`src/core/fdsr_pkg.sv`:
```
// Constants for the fan drive smoothing and routing stage.
// Assumes an 8-bit register port and 8-bit duty words on one 20 MHz clock.
package fdsr_pkg;
   localparam int DATA_W = 8;
   localparam int DUTY_W = 8;
   localparam int THR_W = 9;
   localparam int FRAC_W = 7;
   localparam int COEFF_W = 3;
   localparam int CUT_W = 5;
   localparam int CUT_SHIFT = 3;

   localparam logic [7:0] ADDR_SMOOTH = 8'h32;
   localparam logic [7:0] ADDR_CUT1 = 8'h33;
   localparam logic [7:0] ADDR_CUT2 = 8'h34;
   localparam logic [7:0] ADDR_ROUTE = 8'h35;

   localparam logic [7:0] RST_SMOOTH = 8'h00;
   localparam logic [7:0] RST_CUT = 8'h00;
   localparam logic [7:0] RST_ROUTE = 8'h30;

   localparam logic [7:0] MASK_SMOOTH = 8'h77;
   localparam logic [7:0] MASK_CUT = 8'hf8;

   localparam int COEFF1_LSB = 0;
   localparam int COEFF2_LSB = 4;
   localparam int CUT_LSB = 3;

   localparam int BIT_LOOP_Z1 = 0;
   localparam int BIT_LOOP_Z2 = 1;
   localparam int BIT_OUT1_LOOP = 2;
   localparam int BIT_OUT2_LOOP = 3;
   localparam int BIT_TAB1_Z1 = 4;
   localparam int BIT_TAB2_Z2 = 5;
   localparam int BIT_TAB3_Z1 = 6;
   localparam int BIT_TAB4_Z2 = 7;

   localparam int CLOCK_HZ = 20000000;
   localparam int TICK_US = 16000;
   localparam int TICK_CYCLES = (CLOCK_HZ / 1000000) * TICK_US;
endpackage : fdsr_pkg
```
`src/core/fdsr_core.sv`:
```
// Two-channel fan drive smoothing, low-duty cutoff while a channel's smoothing coefficient is non-zero, and source routing.
// Assumes synchronous inputs, a one-cycle register port and a single clock.
//
// Local design decision: the address-and-strobe port.
`timescale 1ns/1ps
`default_nettype none

module fdsr_core #(
   parameter int TICK_CYCLES = fdsr_pkg::TICK_CYCLES
) (
   input wire logic i_clock,
   input wire logic i_srst,
   input wire logic [7:0] i_addr,
   input wire logic [fdsr_pkg::DATA_W-1:0] i_wdata,
   input wire logic i_wr,
   input wire logic i_rd,
   output logic [fdsr_pkg::DATA_W-1:0] o_rdata,
   input wire logic [fdsr_pkg::DUTY_W-1:0] i_curve_table_one_duty,
   input wire logic [fdsr_pkg::DUTY_W-1:0] i_curve_table_two_duty,
   input wire logic [fdsr_pkg::DUTY_W-1:0] i_curve_table_three_duty,
   input wire logic [fdsr_pkg::DUTY_W-1:0] i_curve_table_four_duty,
   input wire logic [fdsr_pkg::DUTY_W-1:0] i_loop_duty,
   input wire logic [7:0] i_zone1_temp,
   input wire logic [7:0] i_zone2_temp,
   input wire logic [7:0] i_zone3_temp,
   input wire logic [7:0] i_zone4_temp,
   output logic [fdsr_pkg::DUTY_W-1:0] o_fan_drive_first,
   output logic [fdsr_pkg::DUTY_W-1:0] o_fan_drive_second,
   output logic o_loop_on_zone1,
   output logic o_loop_on_zone2,
   output logic [7:0] o_curve_table_one_temp,
   output logic [7:0] o_curve_table_two_temp,
   output logic [7:0] o_curve_table_three_temp,
   output logic [7:0] o_curve_table_four_temp
);

   localparam int ACC_W = fdsr_pkg::DUTY_W + fdsr_pkg::FRAC_W;
   localparam int CNT_W = $clog2(TICK_CYCLES + 1);
   localparam logic [CNT_W-1:0] TICK_LAST = CNT_W'(TICK_CYCLES - 1);

   function automatic logic [fdsr_pkg::DUTY_W-1:0] duty_max(
      input logic [fdsr_pkg::DUTY_W-1:0] a,
      input logic [fdsr_pkg::DUTY_W-1:0] b
   );
      return (a > b) ? a : b;
   endfunction

   // One IIR step: the accumulator moves by a 1/2^k share of the error.
   function automatic logic [ACC_W-1:0] iir_step(
      input logic [ACC_W-1:0] acc,
      input logic [fdsr_pkg::DUTY_W-1:0] x,
      input logic [fdsr_pkg::COEFF_W-1:0] k
   );
      logic signed [ACC_W:0] err;
      logic signed [ACC_W:0] sum;
      err = signed'({1'b0, x, {fdsr_pkg::FRAC_W{1'b0}}}) - signed'({1'b0, acc});
      sum = signed'({1'b0, acc}) + (err >>> k);
      return sum[ACC_W-1:0];
   endfunction

   // Register file.
   logic [7:0] smooth_reg, smooth_next;
   logic [7:0] cut1_reg, cut1_next;
   logic [7:0] cut2_reg, cut2_next;
   logic [7:0] route_reg, route_next;
   logic [7:0] rdata_reg, rdata_next;

   always_comb begin
      smooth_next = smooth_reg;
      cut1_next = cut1_reg;
      cut2_next = cut2_reg;
      route_next = route_reg;
      rdata_next = 8'h00;
      if (i_wr) begin
         unique case (i_addr)
            fdsr_pkg::ADDR_SMOOTH: smooth_next = i_wdata & fdsr_pkg::MASK_SMOOTH;
            fdsr_pkg::ADDR_CUT1: cut1_next = i_wdata & fdsr_pkg::MASK_CUT;
            fdsr_pkg::ADDR_CUT2: cut2_next = i_wdata & fdsr_pkg::MASK_CUT;
            fdsr_pkg::ADDR_ROUTE: route_next = i_wdata;
            default: begin
            end
         endcase
      end
      if (i_rd) begin
         unique case (i_addr)
            fdsr_pkg::ADDR_SMOOTH: rdata_next = smooth_reg;
            fdsr_pkg::ADDR_CUT1: rdata_next = cut1_reg;
            fdsr_pkg::ADDR_CUT2: rdata_next = cut2_reg;
            fdsr_pkg::ADDR_ROUTE: rdata_next = route_reg;
            default: rdata_next = 8'h00;
         endcase
      end
   end

   always_ff @(posedge i_clock) begin
      if (i_srst) begin
         smooth_reg <= fdsr_pkg::RST_SMOOTH;
         cut1_reg <= fdsr_pkg::RST_CUT;
         cut2_reg <= fdsr_pkg::RST_CUT;
         route_reg <= fdsr_pkg::RST_ROUTE;
         rdata_reg <= 8'h00;
      end else begin
         smooth_reg <= smooth_next;
         cut1_reg <= cut1_next;
         cut2_reg <= cut2_next;
         route_reg <= route_next;
         rdata_reg <= rdata_next;
      end
   end

   // Filter update tick; every smoothing step waits for it.
   logic [CNT_W-1:0] tick_cnt_reg, tick_cnt_next;
   logic tick_reg, tick_next;

   always_comb begin
      tick_next = 1'b0;
      tick_cnt_next = tick_cnt_reg + CNT_W'(1);
      if (tick_cnt_reg == TICK_LAST) begin
         tick_cnt_next = '0;
         tick_next = 1'b1;
      end
   end

   always_ff @(posedge i_clock) begin
      if (i_srst) begin
         tick_cnt_reg <= '0;
         tick_reg <= 1'b0;
      end else begin
         tick_cnt_reg <= tick_cnt_next;
         tick_reg <= tick_next;
      end
   end

   // Smoothing and cutoff, one channel per fan drive output.
   logic [ACC_W-1:0] acc_reg [2];
   logic [ACC_W-1:0] acc_next [2];
   logic [fdsr_pkg::DUTY_W-1:0] duty_reg [2];
   logic [fdsr_pkg::DUTY_W-1:0] duty_next [2];

   always_comb begin
      logic [fdsr_pkg::DUTY_W-1:0] src;
      logic [fdsr_pkg::DUTY_W-1:0] smooth;
      logic [fdsr_pkg::DUTY_W-1:0] cmd;
      logic [fdsr_pkg::COEFF_W-1:0] coeff;
      logic [fdsr_pkg::CUT_W-1:0] cut;
      logic [fdsr_pkg::THR_W-1:0] thr;
      logic follows;
      src = '0;
      smooth = '0;
      cmd = '0;
      coeff = '0;
      cut = '0;
      thr = '0;
      follows = 1'b0;
      for (int c = 0; c < 2; c++) begin
         if (c == 0) begin
            src = duty_max(i_curve_table_one_duty, i_curve_table_two_duty);
            coeff = smooth_reg[fdsr_pkg::COEFF1_LSB +: fdsr_pkg::COEFF_W];
            cut = cut1_reg[fdsr_pkg::CUT_LSB +: fdsr_pkg::CUT_W];
            follows = route_reg[fdsr_pkg::BIT_OUT1_LOOP];
         end else begin
            src = duty_max(i_curve_table_three_duty, i_curve_table_four_duty);
            coeff = smooth_reg[fdsr_pkg::COEFF2_LSB +: fdsr_pkg::COEFF_W];
            cut = cut2_reg[fdsr_pkg::CUT_LSB +: fdsr_pkg::CUT_W];
            follows = route_reg[fdsr_pkg::BIT_OUT2_LOOP];
         end
         // A bypassed filter tracks its input so that enabling it starts without a jump.
         acc_next[c] = acc_reg[c];
         if (coeff == '0) begin
            acc_next[c] = {src, {fdsr_pkg::FRAC_W{1'b0}}};
            smooth = src;
         end else begin
            if (tick_reg) begin
               acc_next[c] = iir_step(acc_reg[c], src, coeff);
            end
            smooth = acc_reg[c][ACC_W-1 -: fdsr_pkg::DUTY_W];
         end
         cmd = follows ? duty_max(smooth, i_loop_duty) : smooth;
         thr = {1'b0, cut, {fdsr_pkg::CUT_SHIFT{1'b0}}};
         if ((coeff != '0) && ({1'b0, cmd} < thr)) begin
            duty_next[c] = '0;
         end else begin
            duty_next[c] = cmd;
         end
      end
   end

   always_ff @(posedge i_clock) begin
      if (i_srst) begin
         for (int c = 0; c < 2; c++) begin
            acc_reg[c] <= '0;
            duty_reg[c] <= '0;
         end
      end else begin
         for (int c = 0; c < 2; c++) begin
            acc_reg[c] <= acc_next[c];
            duty_reg[c] <= duty_next[c];
         end
      end
   end

   assign o_fan_drive_first = duty_reg[0];
   assign o_fan_drive_second = duty_reg[1];
   assign o_rdata = rdata_reg;

   // Zone routing for the loop and the curve tables.
   logic loop_z1_reg, loop_z1_next;
   logic loop_z2_reg, loop_z2_next;
   logic [7:0] tab1_reg, tab1_next;
   logic [7:0] tab2_reg, tab2_next;
   logic [7:0] tab3_reg, tab3_next;
   logic [7:0] tab4_reg, tab4_next;

   always_comb begin
      loop_z1_next = route_reg[fdsr_pkg::BIT_LOOP_Z1];
      loop_z2_next = route_reg[fdsr_pkg::BIT_LOOP_Z2];
      tab1_next = route_reg[fdsr_pkg::BIT_TAB1_Z1] ? i_zone1_temp : i_zone3_temp;
      tab2_next = route_reg[fdsr_pkg::BIT_TAB2_Z2] ? i_zone2_temp : i_zone4_temp;
      tab3_next = route_reg[fdsr_pkg::BIT_TAB3_Z1] ? i_zone1_temp : i_zone3_temp;
      tab4_next = route_reg[fdsr_pkg::BIT_TAB4_Z2] ? i_zone2_temp : i_zone4_temp;
   end

   always_ff @(posedge i_clock) begin
      if (i_srst) begin
         loop_z1_reg <= 1'b0;
         loop_z2_reg <= 1'b0;
         tab1_reg <= 8'h00;
         tab2_reg <= 8'h00;
         tab3_reg <= 8'h00;
         tab4_reg <= 8'h00;
      end else begin
         loop_z1_reg <= loop_z1_next;
         loop_z2_reg <= loop_z2_next;
         tab1_reg <= tab1_next;
         tab2_reg <= tab2_next;
         tab3_reg <= tab3_next;
         tab4_reg <= tab4_next;
      end
   end

   assign o_loop_on_zone1 = loop_z1_reg;
   assign o_loop_on_zone2 = loop_z2_reg;
   assign o_curve_table_one_temp = tab1_reg;
   assign o_curve_table_two_temp = tab2_reg;
   assign o_curve_table_three_temp = tab3_reg;
   assign o_curve_table_four_temp = tab4_reg;

endmodule // fdsr_core

`default_nettype wire

```
`config.mk`:
```
export PLATFORM = sky130hd
export DESIGN_NAME = fdsr_core
export DESIGN_NICKNAME = d
export VERILOG_FILES = /design/src/core/fdsr_pkg.sv /design/src/core/fdsr_core.sv
export SDC_FILE = /design/constraint.sdc
export NUM_CORES = 1
export LEC_CHECK = 0
export ABC_AREA = 0
export BUFFER_PORTS_ARGS = -buffer_cell sky130_fd_sc_hd__buf_4
export CAP_MARGIN = 20
export CORE_ASPECT_RATIO = 0.5
export CORE_MARGIN = 1.5
export CORE_UTILIZATION = 35
export CTS_CLUSTER_SIZE = 10
export DETAILED_ROUTE_END_ITERATION = 10
export PLACE_DENSITY = 0.57
export SYNTH_ARGS = -nofsm -noshare
export SYNTH_HDL_FRONTEND = slang
export SYNTH_SLANG_ARGS = --single-unit
```
`constraint.sdc`:
```
create_clock -name i_clock -period 8.1 [get_ports i_clock]
set_clock_uncertainty 0.2 [all_clocks]
set_input_delay 0.81 -clock i_clock [delete_from_list [all_inputs] [get_ports i_clock]]
set_output_delay 0.81 -clock i_clock [all_outputs]
set_load 0.05 [all_outputs]
```
==> results.txt <==
* Largest register FFs: 30
- Initial core utilization: 35.7%
- Power per cell area: 181 mW/mm²
- Highest Clock Rate: 0.151 GHz
- At the pin with the least slew margin, the transition time is 0.799 ns.
- Number of storage elements in the synthesis netlist: 132
* Top sig layer: met4
* Cell area after synthesis: 0.00990 mm²
- Of all nets on the critical path, the largest fanout is 8.
* Final routed wire length divided by cell count: 15.8 µm
- Detailed routing placed a total of 980 µm of wire on met3.
- Worst ir drop on vdd: 0.000115 V
- Mapped Avg Cell Area: 8.00 µm²
- Element type at the critical path start: primary input
* Input/output buffers: 149
* Clk buf depth: 2
- Overall die area: 0.0294 mm²
* Max capacitance violation total: 0
* Fin crit share: 81.5%
- The number of endpoints with negative hold slack in the final report came to 0.
* Fill cell total of the finished layout: 2815
- Sequential share of the synthesized area: 26.7%
* Share of final-layout standard cells stronger than drive strength 1: 17.4%
* WL final: 27800 µm
* Global placement routability congestion: 0.855
* Cell type contributing the most total cell area after synthesis: sky130_fd_sc_hd__dfxtp_1
- Clock tree from TritonCTS: done
* Quantity of hold-fixing buffers added after cts: 0
- The wire-length estimate of the detail-placed layout is 21800 µm.
* Fraction of synthesis flops using an asynchronous set or reset pin: 0%
- Counting every instance in the synthesized netlist gives 1237.
* Largest net degree at the start of global routing: 73
- Buffer cell driving the clock tree root: sky130_fd_sc_hd__clkbuf_16
- The die is 122 µm tall.
- Cell type of the slowest stage on the worst timing path: sky130_fd_sc_hd__mux4_2
- After floorplanning, the core was divided into 43 placement rows.
- The count of nets left with antenna violations once routing finished came out at 0.
- Delay-heaviest family, CP: compound AO/OA/AOI/OAI gates
* Overall track demand over capacity in global routing: 19.1%
- Depth of the worst register-to-register path: 21
- For this block, the via count after detailed routing is 9233.
- The final-report max-slew violation count came to 0.
- The first global-routing pass estimated 44900 µm of wire.
* Bufs and invs on worst path: 3
- Vias in the first global route: 8913
- Detail-routed via count per cell: 5.25
* Top-Level Pins: 150
- Power Total: 0.00215 W
- The analysis attributes to cell leakage a power of 5.40 nW.
* Clock latency on the worst-skew pair: 0.43 ns
- Worst endpoint required time: 8.23 ns
- Synth warnings: 0
- Result of the run: complete, no violations
- Final Critical Period: 6.60 ns
- Data on the critical path arrives at its endpoint at 6.74 ns.
* Worst hold path depth: 1
* Met1 WL: 13400 µm
* Slowest stage delay, CP: 0.47 ns
- Global routing finished with a remaining overflow of 0.
- Gates resized during post-CTS repair numbered 0.
- Post-synthesis net count: 1422
- EDFF count, synth: 0
- After detailed routing, the number of remaining DRC violations is 0.
- Count of cell instances traversed by the critical path: 26
- In this run the tightest slew margin relative to its limit is 46.3%.
- After clock tree synthesis, the clock-pin slew on the worst setup and hold paths is 0.06 ns.
* Number of levels in the clock H-tree: 4
- From synthesis to final layout, the design area changed by 20.4%.
- Post-CTS setup buffer count: 0
- Top cells by area, synth: sky130_fd_sc_hd__dfxtp_1, sky130_fd_sc_hd__ha_1, sky130_fd_sc_hd__mux2i_1
- Multi-input gate area: 0.00676 mm²
* Main flop type after synthesis: sky130_fd_sc_hd__dfxtp_1
- The number of antenna violations at the first check in global routing came to 0.
* Distinct cell type count of the synthesized netlist: 73
- Area share of the largest cell type after synthesis: 26.7%
* Number of iterations in the first detailed-routing pass: 7
- Horizontal extent of the die: 241 µm
* FF+latch area: 0.00264 mm²
- Setup repair after global routing missed its margin: no
- Diodes inserted: 0
- Crit Path Class: in -> reg
* Number of CTS-inserted buffers: 17
- Setup total negative slack: 0 ns
- Area of the core: 0.0278 mm²
* Total Nets Final: 1550
- Setup violations remaining at the end of the flow were counted as 0.
- The first routing iteration left 545 violations.
* Nature of the critical path endpoint: register
- Total clock sinks: 132
* Worst Hold Class: reg -> reg
- Routed wire length on met2: 12900 µm
[worst paths after layout]
path / start / endpoint / slack, ns
worst max-delay path: i_curve_table_three_duty[7] / acc_reg[0][29] / 1.50
worst min-delay path: tick_cnt_reg[0] / tick_cnt_reg[0] / 0.27
worst max register to register: smooth_reg[0] / duty_reg[0][5] / 2.12
worst min register to register: tick_cnt_reg[0] / tick_cnt_reg[0] / 0.27
[cell usage in the layout, fill, tap and decap left out, types with 12 or more instances in the layout]
cell type,count
sky130_fd_sc_hd__clkbuf_16,17
sky130_fd_sc_hd__o21a_1,12
sky130_fd_sc_hd__a21o_1,26
sky130_fd_sc_hd__nor2_1,171
sky130_fd_sc_hd__a211oi_1,31
sky130_fd_sc_hd__inv_1,77
sky130_fd_sc_hd__nor3_1,18
sky130_fd_sc_hd__o21ai_0,50
sky130_fd_sc_hd__xnor2_1,29
sky130_fd_sc_hd__ha_1,91
sky130_fd_sc_hd__mux2i_1,86
sky130_fd_sc_hd__nor2b_1,21
sky130_fd_sc_hd__nand2_1,94
sky130_fd_sc_hd__nand3_1,25
sky130_fd_sc_hd__mux2_2,24
sky130_fd_sc_hd__dfxtp_1,132
sky130_fd_sc_hd__a21oi_1,107
sky130_fd_sc_hd__or3_1,13
sky130_fd_sc_hd__xor2_1,28
sky130_fd_sc_hd__buf_4,160
[synthesized netlist by cell type, drive strengths merged, types with 5 or more instances]
library cell,n
a211o,6
a211oi,31
a21o,26
a21oi,111
a22o,5
a22oi,9
a31oi,12
and2,10
and3,9
buf,12
clkbuf,40
dfxtp,132
ha,91
inv,78
mux2,24
mux2i,86
nand2,94
nand2b,10
nand3,25
nand4,9
nor2,172
nor2b,21
nor3,21
o211ai,5
o21a,12
o21ai,52
o31ai,6
or3,13
xnor2,29
xor2,28
[power breakdown]
part | leakage, nW | switching [W] | internal (W)
logic | 4.06 | 0.000432 | 0.000315
clock network | 0.259 | 0.000308 | 0.000406
registers | 1.08 | 0.0000166 | 0.000675
total | 5.40 | 0.000757 | 0.00140
[per-stage QoR]
stage	worst slack (ns)	instance area, µm²	std cells	hold slack (ns)	util (%)
2_1_floorplan	2.12	9900	1237	0.230	-
4_1_cts	1.60	11900	1759	0.274	43.0
3_3_place_gp	1.34	11400	1727	0.248	41.0
3_5_place_dp	1.21	11400	1728	0.261	41.0
6_report	1.50	11900	1759	0.266	43.0
5_1_grt	0.850	11900	1759	0.293	43.0
[worst register-to-register path, stage by stage (launching register included)]
cell	delay (ns)
sky130_fd_sc_hd__dfxtp_1	0.32
sky130_fd_sc_hd__inv_1	0.43
sky130_fd_sc_hd__nand2_1	0.54
sky130_fd_sc_hd__a211oi_1	0.70
sky130_fd_sc_hd__nor2_1	0.14
sky130_fd_sc_hd__ha_1	0.32
sky130_fd_sc_hd__o21a_1	0.11
sky130_fd_sc_hd__o21a_1	0.16
sky130_fd_sc_hd__o21a_1	0.16
sky130_fd_sc_hd__o211ai_1	0.30
sky130_fd_sc_hd__and2_1	0.42
sky130_fd_sc_hd__a211o_1	0.18
sky130_fd_sc_hd__nand2_1	0.08
sky130_fd_sc_hd__ha_1	0.18
sky130_fd_sc_hd__a21o_1	0.17
sky130_fd_sc_hd__a21o_1	0.17
sky130_fd_sc_hd__a211oi_1	0.31
sky130_fd_sc_hd__a21o_1	0.20
sky130_fd_sc_hd__nor2_1	0.06
sky130_fd_sc_hd__a31o_2	0.24
sky130_fd_sc_hd__a21oi_1	0.37
sky130_fd_sc_hd__nor2b_1	0.10
[cell families (layout without fill, tap and decap cells)]
kind of cell    count (synthesis)  after routing  synth area share [%]
xor+xnor                       57             57                  5.04
fa+ha+maj                      93             93                  11.9
mux                           113            113                  12.1
flops                         132            132                  26.7
buf+inv                       131            271                  5.12
simple gates                  397            397                  18.5
compound gates                314            314                  20.6
[metal layers]
metal	track usage (%)	vias to the layer above
li1	-	4664
met1	25.2	4357
met2	31.7	175
met3	3.78	37
met4	5.66	0
met5	0	-
[cell type report]
cell class                      instances  area share [%]
Clock buffer                           20            3.83
Timing Repair Buffer                  161            10.2
Inverter                               79            2.49
Sequential cell                       132            22.2
Multi-Input combinational cell        974            56.7
Clock inverter                         11           0.651
Tap cell                              382            4.01
Note: power is estimated with default switching activity, not from simulation.
